`src/rtl/scm_regs.svh`:
```
// Register offsets, field positions, reset values and timing figures
// Assumes inclusion by bare name from the package and the design modules
`ifndef SCM_REGS_SVH
`define SCM_REGS_SVH

// Register offsets
`define SCM_ADDR_ROUTE      8'h95
`define SCM_ADDR_CTRL       8'h9f
`define SCM_ADDR_PU_MASK    8'ha1
`define SCM_ADDR_PD_MASK    8'ha2
`define SCM_ADDR_SX_MASK    8'ha3
`define SCM_ADDR_SN_MASK    8'ha4
`define SCM_ADDR_BANK       8'hf0

// Field positions
`define SCM_ROUTE_OV_BIT    4
`define SCM_ROUTE_UV_BIT    3
`define SCM_CTRL_BIST_BIT   7
`define SCM_CTRL_MR_BIT     5
`define SCM_CTRL_DLY_MSB    2
`define SCM_CTRL_DLY_LSB    0
`define SCM_BANK_BIT        0
`define SCM_CH8_IDX         7
`define SCM_CH1_IDX         0

// Writable bits of the power-up mask; bit 0 is reserved
`define SCM_PU_VALID        8'hfe

// Reset values
`define SCM_RST_BYTE        8'h00
`define SCM_RST_BIT         1'b0
`define SCM_RESET_RELEASE_DELAY         3'h0
`define SCM_BANK0           1'b0
`define SCM_CNT_ZERO        25'h0000000
`define SCM_CNT_ONE         25'h0000001

// Reset release delays in microseconds, clock rate in MHz
`define SCM_CLK_MHZ         125
`define SCM_DLY_US_0        200
`define SCM_DLY_US_1        1000
`define SCM_DLY_US_2        10000
`define SCM_DLY_US_3        16000
`define SCM_DLY_US_4        20000
`define SCM_DLY_US_5        70000
`define SCM_DLY_US_6        100000
`define SCM_DLY_US_7        200000
`define SCM_CNT_W           25

`endif

```
`src/rtl/scm_pkg.sv`:
```
// Types shared by the control and mask register block
// Assumes the constants header is on the include path
`include "scm_regs.svh"

package scm_pkg;

	typedef logic [7:0]              scm_byte_t;
	typedef logic [`SCM_CNT_W-1:0]   scm_count_t;

	typedef enum logic [1:0] {
		SCM_HOLD     = 2'b00,
		SCM_COUNT    = 2'b01,
		SCM_RELEASED = 2'b10
	} scm_rst_state_e;

endpackage : scm_pkg

```
`src/rtl/scm_control_regs.sv`:
```
// Channel 8 reset routing, control, auto-mask and bank select registers
// Assumes register strobes come from same-clock serial bus logic and that
// fault comparators and the activation pin are asynchronous
`timescale 1ns/1ps
`include "scm_regs.svh"

// Functional notes
// Bit 4 routes monitor 8 overvoltage to reset
// Bit 3 routes monitor 8 undervoltage to reset
// Routing register at 95h, reserved bits read zero
// Writing 1 to control bit 7 starts self-test
// Control bit 5 holds reset output low
// Control bits 2-0 select reset release delay
// A1h masks monitors 8..2 during power-up
// A2h masks monitors 8..1 during power-down
// A3h masks monitors during sleep exit
// A4h masks monitors during sleep entry
// F0h bit 0 selects bank, rest zero
// Fault flags stay set until write-one clear
// Activation pin high active, low shutdown
// Reset released only after selected delay
// Masks block reporting only during their transition
module scm_control_regs
	import scm_pkg::*;
#(
	parameter int DLY_CYC_0 = `SCM_DLY_US_0 * `SCM_CLK_MHZ,
	parameter int DLY_CYC_1 = `SCM_DLY_US_1 * `SCM_CLK_MHZ,
	parameter int DLY_CYC_2 = `SCM_DLY_US_2 * `SCM_CLK_MHZ,
	parameter int DLY_CYC_3 = `SCM_DLY_US_3 * `SCM_CLK_MHZ,
	parameter int DLY_CYC_4 = `SCM_DLY_US_4 * `SCM_CLK_MHZ,
	parameter int DLY_CYC_5 = `SCM_DLY_US_5 * `SCM_CLK_MHZ,
	parameter int DLY_CYC_6 = `SCM_DLY_US_6 * `SCM_CLK_MHZ,
	parameter int DLY_CYC_7 = `SCM_DLY_US_7 * `SCM_CLK_MHZ
)
(
	// Clock and reset
	input  wire logic       ref_clk_in,
	input  wire logic       reset_in,
	// Register access from the serial bus logic
	input  wire logic       reg_wr_en_in,
	input  wire logic       reg_rd_en_in,
	input  wire scm_byte_t  reg_addr_in,
	input  wire scm_byte_t  reg_wdata_in,
	output scm_byte_t       reg_rdata_out,
	output logic            reg_rd_valid_out,
	// Comparator outputs, asynchronous
	input  wire logic [7:0] fast_overvoltage_fault_in,
	input  wire logic [7:0] fast_undervoltage_fault_in,
	// Activation pin, asynchronous
	input  wire logic       activation_pin_in,
	// Transition phases from the sequencer
	input  wire logic       powerup_transition_in,
	input  wire logic       powerdown_transition_in,
	input  wire logic       sleep_exit_transition_in,
	input  wire logic       sleep_entry_transition_in,
	// Write-one clear strobes from the status registers
	input  wire logic [7:0] ov_flag_clear_in,
	input  wire logic [7:0] uv_flag_clear_in,
	// Fault flags
	output logic [7:0]      ov_flag_out,
	output logic [7:0]      uv_flag_out,
	// Pins and strobes
	output logic            reset_output_low_out,
	output logic            fault_interrupt_output_low_out,
	output logic            start_selftest_out,
	output logic            bank_select_out
);

	logic       route_ov_reg;
	logic       route_uv_reg;
	logic       bist_reg;
	logic       manual_reset_reg;
	logic [2:0] dly_sel_reg;
	scm_byte_t  pu_mask_reg;
	scm_byte_t  pd_mask_reg;
	scm_byte_t  sx_mask_reg;
	scm_byte_t  sn_mask_reg;
	logic       bank_reg;
	logic [7:0] ov_meta_reg;
	logic [7:0] ov_sync_reg;
	logic [7:0] uv_meta_reg;
	logic [7:0] uv_sync_reg;
	logic       act_meta_reg;
	logic       act_sync_reg;
	logic [7:0] mask_hit;
	logic       reset_hold;
	scm_count_t delay_cycles;
	scm_byte_t  rd_next;
	logic       wr_route;
	logic       wr_ctrl;
	logic       wr_pu;
	logic       wr_pd;
	logic       wr_sx;
	logic       wr_sn;
	logic       wr_bank;

	// Bank 0 holds every register here except the bank select itself
	function automatic logic bank0_hit(input scm_byte_t addr, input scm_byte_t offs,
		input logic bank);
		bank0_hit = (addr == offs) && (bank == `SCM_BANK0);
	endfunction : bank0_hit

	function automatic scm_count_t delay_lookup(input logic [2:0] sel);
		case (sel)
			3'h0:    delay_lookup = scm_count_t'(DLY_CYC_0);
			3'h1:    delay_lookup = scm_count_t'(DLY_CYC_1);
			3'h2:    delay_lookup = scm_count_t'(DLY_CYC_2);
			3'h3:    delay_lookup = scm_count_t'(DLY_CYC_3);
			3'h4:    delay_lookup = scm_count_t'(DLY_CYC_4);
			3'h5:    delay_lookup = scm_count_t'(DLY_CYC_5);
			3'h6:    delay_lookup = scm_count_t'(DLY_CYC_6);
			default: delay_lookup = scm_count_t'(DLY_CYC_7);
		endcase
	endfunction : delay_lookup

	assign wr_route = reg_wr_en_in && bank0_hit(reg_addr_in, `SCM_ADDR_ROUTE, bank_reg);
	assign wr_ctrl  = reg_wr_en_in && bank0_hit(reg_addr_in, `SCM_ADDR_CTRL, bank_reg);
	assign wr_pu    = reg_wr_en_in && bank0_hit(reg_addr_in, `SCM_ADDR_PU_MASK, bank_reg);
	assign wr_pd    = reg_wr_en_in && bank0_hit(reg_addr_in, `SCM_ADDR_PD_MASK, bank_reg);
	assign wr_sx    = reg_wr_en_in && bank0_hit(reg_addr_in, `SCM_ADDR_SX_MASK, bank_reg);
	assign wr_sn    = reg_wr_en_in && bank0_hit(reg_addr_in, `SCM_ADDR_SN_MASK, bank_reg);
	assign wr_bank  = reg_wr_en_in && (reg_addr_in == `SCM_ADDR_BANK);

	// Synchronisers for comparators and the activation pin
	always_ff @(posedge ref_clk_in or posedge reset_in) begin
		if (reset_in) begin
			ov_meta_reg  <= `SCM_RST_BYTE;
			ov_sync_reg  <= `SCM_RST_BYTE;
			uv_meta_reg  <= `SCM_RST_BYTE;
			uv_sync_reg  <= `SCM_RST_BYTE;
			act_meta_reg <= `SCM_RST_BIT;
			act_sync_reg <= `SCM_RST_BIT;
		end else begin
			ov_meta_reg  <= fast_overvoltage_fault_in;
			ov_sync_reg  <= ov_meta_reg;
			uv_meta_reg  <= fast_undervoltage_fault_in;
			uv_sync_reg  <= uv_meta_reg;
			act_meta_reg <= activation_pin_in;
			act_sync_reg <= act_meta_reg;
		end
	end

	always_ff @(posedge ref_clk_in or posedge reset_in) begin
		if (reset_in) begin
			route_ov_reg <= `SCM_RST_BIT;
			route_uv_reg <= `SCM_RST_BIT;
		end else if (wr_route) begin
			route_ov_reg <= reg_wdata_in[`SCM_ROUTE_OV_BIT];
			route_uv_reg <= reg_wdata_in[`SCM_ROUTE_UV_BIT];
		end
	end

	always_ff @(posedge ref_clk_in or posedge reset_in) begin
		if (reset_in) begin
			bist_reg         <= `SCM_RST_BIT;
			manual_reset_reg <= `SCM_RST_BIT;
			dly_sel_reg      <= `SCM_RESET_RELEASE_DELAY;
		end else if (wr_ctrl) begin
			bist_reg         <= reg_wdata_in[`SCM_CTRL_BIST_BIT];
			manual_reset_reg <= reg_wdata_in[`SCM_CTRL_MR_BIT];
			dly_sel_reg      <= reg_wdata_in[`SCM_CTRL_DLY_MSB:`SCM_CTRL_DLY_LSB];
		end
	end

	// Each write of a one restarts the self-test, even if the bit was already set
	always_ff @(posedge ref_clk_in or posedge reset_in) begin
		if (reset_in) begin
			start_selftest_out <= 1'b0;
		end else begin
			start_selftest_out <= wr_ctrl && reg_wdata_in[`SCM_CTRL_BIST_BIT];
		end
	end

	always_ff @(posedge ref_clk_in or posedge reset_in) begin
		if (reset_in) begin
			pu_mask_reg <= `SCM_RST_BYTE;
			pd_mask_reg <= `SCM_RST_BYTE;
			sx_mask_reg <= `SCM_RST_BYTE;
			sn_mask_reg <= `SCM_RST_BYTE;
		end else begin
			if (wr_pu) begin
				pu_mask_reg <= reg_wdata_in & `SCM_PU_VALID;
			end
			if (wr_pd) begin
				pd_mask_reg <= reg_wdata_in;
			end
			if (wr_sx) begin
				sx_mask_reg <= reg_wdata_in;
			end
			if (wr_sn) begin
				sn_mask_reg <= reg_wdata_in;
			end
		end
	end

	// Bank select is reachable from either bank so software can always return
	always_ff @(posedge ref_clk_in or posedge reset_in) begin
		if (reset_in) begin
			bank_reg <= `SCM_BANK0;
		end else if (wr_bank) begin
			bank_reg <= reg_wdata_in[`SCM_BANK_BIT];
		end
	end

	always_ff @(posedge ref_clk_in or posedge reset_in) begin
		if (reset_in) begin
			bank_select_out <= `SCM_BANK0;
		end else begin
			bank_select_out <= bank_reg;
		end
	end

	always_comb begin
		rd_next = `SCM_RST_BYTE;
		if (bank0_hit(reg_addr_in, `SCM_ADDR_ROUTE, bank_reg)) begin
			rd_next[`SCM_ROUTE_OV_BIT] = route_ov_reg;
			rd_next[`SCM_ROUTE_UV_BIT] = route_uv_reg;
		end else if (bank0_hit(reg_addr_in, `SCM_ADDR_CTRL, bank_reg)) begin
			rd_next[`SCM_CTRL_BIST_BIT] = bist_reg;
			rd_next[`SCM_CTRL_MR_BIT] = manual_reset_reg;
			rd_next[`SCM_CTRL_DLY_MSB:`SCM_CTRL_DLY_LSB] = dly_sel_reg;
		end else if (bank0_hit(reg_addr_in, `SCM_ADDR_PU_MASK, bank_reg)) begin
			rd_next = pu_mask_reg;
		end else if (bank0_hit(reg_addr_in, `SCM_ADDR_PD_MASK, bank_reg)) begin
			rd_next = pd_mask_reg;
		end else if (bank0_hit(reg_addr_in, `SCM_ADDR_SX_MASK, bank_reg)) begin
			rd_next = sx_mask_reg;
		end else if (bank0_hit(reg_addr_in, `SCM_ADDR_SN_MASK, bank_reg)) begin
			rd_next = sn_mask_reg;
		end else if (reg_addr_in == `SCM_ADDR_BANK) begin
			rd_next[`SCM_BANK_BIT] = bank_reg;
		end
	end

	always_ff @(posedge ref_clk_in or posedge reset_in) begin
		if (reset_in) begin
			reg_rdata_out    <= `SCM_RST_BYTE;
			reg_rd_valid_out <= 1'b0;
		end else begin
			reg_rd_valid_out <= reg_rd_en_in;
			if (reg_rd_en_in) begin
				reg_rdata_out <= rd_next;
			end
		end
	end

	// Per-monitor masking and sticky flags
	for (genvar n = 0; n < 8; n++) begin : g_mon
		// Mask only gates flag setting; comparators and reset routing keep running
		assign mask_hit[n] = (powerup_transition_in && pu_mask_reg[n]) ||
			(powerdown_transition_in && pd_mask_reg[n]) ||
			(sleep_exit_transition_in && sx_mask_reg[n]) ||
			(sleep_entry_transition_in && sn_mask_reg[n]);

		// A fault in the clear cycle keeps the flag set
		always_ff @(posedge ref_clk_in or posedge reset_in) begin
			if (reset_in) begin
				ov_flag_out[n] <= 1'b0;
			end else if (ov_sync_reg[n] && act_sync_reg && !mask_hit[n]) begin
				ov_flag_out[n] <= 1'b1;
			end else if (ov_flag_clear_in[n]) begin
				ov_flag_out[n] <= 1'b0;
			end
		end

		always_ff @(posedge ref_clk_in or posedge reset_in) begin
			if (reset_in) begin
				uv_flag_out[n] <= 1'b0;
			end else if (uv_sync_reg[n] && act_sync_reg && !mask_hit[n]) begin
				uv_flag_out[n] <= 1'b1;
			end else if (uv_flag_clear_in[n]) begin
				uv_flag_out[n] <= 1'b0;
			end
		end
	end

	always_ff @(posedge ref_clk_in or posedge reset_in) begin
		if (reset_in) begin
			fault_interrupt_output_low_out <= 1'b1;
		end else begin
			fault_interrupt_output_low_out <= !((|ov_flag_out) || (|uv_flag_out));
		end
	end

	// Routing uses the raw synchronised fault, independent of the auto-masks
	assign reset_hold = manual_reset_reg ||
		(route_ov_reg && ov_sync_reg[`SCM_CH8_IDX]) ||
		(route_uv_reg && uv_sync_reg[`SCM_CH8_IDX]);
	assign delay_cycles = delay_lookup(dly_sel_reg);

	scm_reset_timer u_reset_timer (
		.ref_clk_in      (ref_clk_in),
		.reset_in        (reset_in),
		.hold_in         (reset_hold),
		.delay_cycles_in (delay_cycles),
		.reset_low_out   (reset_output_low_out)
	);
endmodule : scm_control_regs

```
`src/rtl/scm_reset_timer.sv`:
```
// Reset output release timer
// Assumes hold_in and delay_cycles_in are synchronous to ref_clk_in
`timescale 1ns/1ps
`include "scm_regs.svh"

module scm_reset_timer
	import scm_pkg::*;
(
	// Clock and reset
	input  wire logic       ref_clk_in,
	input  wire logic       reset_in,
	// Control
	input  wire logic       hold_in,
	input  wire scm_count_t delay_cycles_in,
	// Reset pin level, low asserts
	output logic            reset_low_out
);

	scm_rst_state_e state_reg;
	scm_count_t     cnt_reg;

	// Power-on also runs the full delay before release
	always_ff @(posedge ref_clk_in or posedge reset_in) begin
		if (reset_in) begin
			state_reg <= SCM_HOLD;
		end else begin
			case (state_reg)
				SCM_HOLD: begin
					if (!hold_in) begin
						state_reg <= SCM_COUNT;
					end
				end
				SCM_COUNT: begin
					if (hold_in) begin
						state_reg <= SCM_HOLD;
					end else if (cnt_reg == `SCM_CNT_ZERO) begin
						state_reg <= SCM_RELEASED;
					end
				end
				SCM_RELEASED: begin
					if (hold_in) begin
						state_reg <= SCM_HOLD;
					end
				end
				default: begin
					state_reg <= SCM_HOLD;
				end
			endcase
		end
	end

	// Delay is sampled while held, so a new selection applies to the next release
	always_ff @(posedge ref_clk_in or posedge reset_in) begin
		if (reset_in) begin
			cnt_reg <= `SCM_CNT_ZERO;
		end else if (hold_in || state_reg == SCM_HOLD) begin
			cnt_reg <= delay_cycles_in - `SCM_CNT_ONE;
		end else if (cnt_reg != `SCM_CNT_ZERO) begin
			cnt_reg <= cnt_reg - `SCM_CNT_ONE;
		end
	end

	always_ff @(posedge ref_clk_in or posedge reset_in) begin
		if (reset_in) begin
			reset_low_out <= 1'b0;
		end else begin
			reset_low_out <= !hold_in && (state_reg == SCM_RELEASED ||
				(state_reg == SCM_COUNT && cnt_reg == `SCM_CNT_ZERO));
		end
	end
endmodule : scm_reset_timer

```
`config.mk`:
```
export PLATFORM = sky130hd
export DESIGN_NAME = scm_control_regs
export DESIGN_NICKNAME = d
export VERILOG_FILES = /design/src/rtl/scm_pkg.sv /design/src/rtl/scm_control_regs.sv /design/src/rtl/scm_reset_timer.sv
export VERILOG_INCLUDE_DIRS = /design/src /design/src/rtl
export SDC_FILE = /design/constraint.sdc
export NUM_CORES = 1
export LEC_CHECK = 0
export ABC_AREA = 1
export BUFFER_PORTS_ARGS = -buffer_cell sky130_fd_sc_hd__buf_2
export CAP_MARGIN = 10
export CORE_UTILIZATION = 63
export DETAILED_ROUTE_END_ITERATION = 8
export GPL_ROUTABILITY_DRIVEN = 1
export PLACE_DENSITY_LB_ADDON = 0.3
export SLEW_MARGIN = 20
export SYNTH_ARGS = -nofsm -noshare
export SYNTH_HDL_FRONTEND = slang
export SYNTH_HIERARCHICAL = 1
export SYNTH_SLANG_ARGS = --single-unit
```
`constraint.sdc`:
```
create_clock -name ref_clk_in -period 4.8 [get_ports ref_clk_in]
set_input_delay 0.72 -clock ref_clk_in [delete_from_list [all_inputs] [get_ports ref_clk_in]]
set_output_delay 0.72 -clock ref_clk_in [all_outputs]
set_load 0.02 [all_outputs]
```
==> flow_summary.toml <==
[clock_network]
cts_resized = 0
post_cts_buffers = 0
clk_pin_slew_ns = 0.07
cts_sinks = 129
hold_buffers = 0
cts_max_level = 4
cts_tree = "done"
clock_latency_ns = 0.53
clock_path_buffers = 2
cts_root_buffer = "clkbuf_8"
cts_made_buffers = 17

[layout]
syn_to_final_growth_pct = 15.4
fill_cells = 756
nNetsFinal = 999
largest_reg_flops = 25
diodes = 0
post_route_cells_drive_above_1_share_pct = 21.8

[power]
p_per_area_nw_per_um2 = 437
p_leak_uw = 0.00410
irDropWorstVdd_mv = 0.293

[drt]
avgViaCountPerCell = 5.65
drtPass1Iterations = 6
drt-total-wl_um = 18300
vias = 6160
drtIter0Drc = 571
drc = 0
ant_nets = 0
post_drt_wl_per_cell_um = 16.8

[flow_run]
drv_cap = 0

[worst_setup_path]
cpMaxStageDelayCell = "nor2_4"
cp_common_cell = "nand2_1"
cp-end-kind = "register"
crit_fanout = 34
required_ns = 5.17
critPathArrivalTime_ns = 3.23
start_kind = "register"
worstPathCellList = "a221o_1 -> nor2_4 -> nand2_1 -> nand2_2 -> ha_1 -> nand3_2 -> inv_2 -> nand2_2 -> nor2_4 -> nand2_1 -> nand2_1 -> a21oi_1"
crit_type = "register to register"
slowest_delay_ns = 0.64

[logic_synthesis]
ys_types = 40
ys_seq_area_share_pct = 47.7
synth_area_um2 = 6770
synthCells = 856
yosys_register_bits = 129
yosysWarningCount = 6
avgSynthCellArea_um2 = 7.90

[timing]
clock_skew_ns = 0.00694
setup_tns_ns = 0
slew_headroom_pct = 40.8
maxSlewViolCount = 0
finalWorstSetupSlack_ns = 1.94
max_freq_mhz = 350
holdWs_ns = 0.291
rsz0062_at_grt = "no"
worst_pin_slew_ns = 0.887
setup_viol_count_final = 0
fin_crit_sh_pct = 59.5
period_minus_slack_ns = 2.86
hold_violations = 0

[placement]
dp_hpwl_um = 12600
portBuffers = 85
gp_congestion = 0.971
place_ws_ns = 2.08

[grt]
grt_max_degree = 75
grt_pass1_wl_um = 29600
grt_pass1_vias = 6141
grt_antenna_before_repair = 0
grt_overflow = 0
grt_usage_pct = 35.0

[die]
die_w_um = 106
die_area_um2 = 11200
io_pins = 86
row_count = 37
initial_core_util_pct = 65.2
coreArea_um2 = 10400
die_h_um = 106

[run_status]
status = "completed"

[min_path]
hold_class = "input port to async pin"
stage by stage:
| step | area (um2) | power [uW] | utilization, % | instances |
|---|---|---|---|---|
| finish | 7800 | 3410 | 75.3 | 1090 |
| global route | 7800 | 3560 | 75.3 | 1090 |
| CTS | 7800 | 3390 | 75.3 | 1090 |
| detailed placement | 7220 | 2100 | 69.6 | 1058 |
| global placement | 7220 | 2090 | 69.6 | 1058 |
| floorplan | 6770 | 1900 | - | 858 |
power by group:
part           switching (uW)  internal (uW)
Combinational             585            252
Sequential               68.8           1210
Clock                     533            757
critical path, delay by kind of cell (launching register included):
family,cells,cell delay [ns]
AND/OR/NAND/NOR,8,1.49
AO/OA/AOI/OAI,2,0.47
flip-flops,1,0.42
adder cells (fa/ha/maj),1,0.21
buffers and inverters,1,0.10
layer usage:
layer  track usage, %  routed length, um
met1             40.6               6810
met2             60.6               9270
met3             6.93               1270
met4             20.0                984
met5                0                  0
area by class of cell:
| class | count | area (um2) | area share (%) |
|---|---|---|---|
| clock inverter | 14 | 166 | 2.13 |
| multi-input combinational | 576 | 2880 | 36.9 |
| sequential | 129 | 3230 | 41.4 |
| clock buffer | 18 | 418 | 5.35 |
| tap | 136 | 170 | 2.18 |
| inverter | 129 | 490 | 6.28 |
| timing repair buffer | 88 | 448 | 5.74 |
cells in the mapped netlist, drive strengths merged:
| library cell | count | area (um2) |
|---|---|---|
| nand3 | 57 | 330 |
| nand4 | 27 | 184 |
| nand2 | 281 | 1140 |
| xor2 | 3 | 26.3 |
| clkinv | 3 | 15.0 |
| a21oi | 37 | 189 |
| or2 | 3 | 18.8 |
| a221oi | 7 | 61.3 |
| inv | 126 | 473 |
| and2 | 1 | 6.26 |
| nor2 | 73 | 365 |
| o22ai | 1 | 6.26 |
| conb | 1 | 3.75 |
| nor4 | 2 | 12.5 |
| dfrtp | 128 | 3200 |
| ha | 1 | 12.5 |
| o2111ai | 1 | 8.76 |
| nor3 | 4 | 31.3 |
| o21ai | 73 | 463 |
| xnor2 | 1 | 8.76 |
| buf | 16 | 143 |
| dfstp | 1 | 26.3 |
| clkbuf | 8 | 30.0 |
| a221o | 1 | 10.0 |
final timing paths:
path,startpoint,endpoint,slack (ns),cells past startpoint
worst max-delay path,route_uv_reg,u_reset_timer/cnt_reg[22],1.94,12
worst min-delay path,reset_in,u_reset_timer/cnt_reg[10],0.29,3
worst max register to register,route_uv_reg,u_reset_timer/cnt_reg[22],1.94,12
worst min register to register,ov_meta_reg[5],ov_sync_reg[5],0.35,0
max in group asynchronous,reset_in,uv_flag_out[6],3.50,3
min in group ref_clk_in,fast_overvoltage_fault_in[4],ov_meta_reg[4],0.29,1
cell families after synthesis:
group	count (synthesis)	share of synthesized area (%)
AND/OR/NAND/NOR	448	30.8
buffers and inverters	153	9.77
flip-flops	129	47.7
AO/OA/AOI/OAI	120	10.9
XOR/XNOR	4	0.518
adder cells (fa/ha/maj)	1	0.185
other	1	0.0554
layout by cell type, fill, tap and decap left out, types with 4 or more instances in the layout:
| master | instances |
|---|---|
| nand2_1 | 254 |
| dfrtp_1 | 128 |
| inv_1 | 120 |
| buf_2 | 85 |
| nor2_1 | 58 |
| nand3_1 | 51 |
| o21ai_0 | 43 |
| a21oi_1 | 36 |
| o21ai_2 | 26 |
| nand4_1 | 26 |
| nand2_2 | 24 |
| clkbuf_16 | 16 |
| nor2_4 | 8 |
| a221oi_1 | 7 |
| inv_6 | 7 |
| nor2_2 | 6 |
| inv_2 | 5 |
| nand3_2 | 4 |
| o21ai_1 | 4 |
Power figures use the tool's default switching activity.
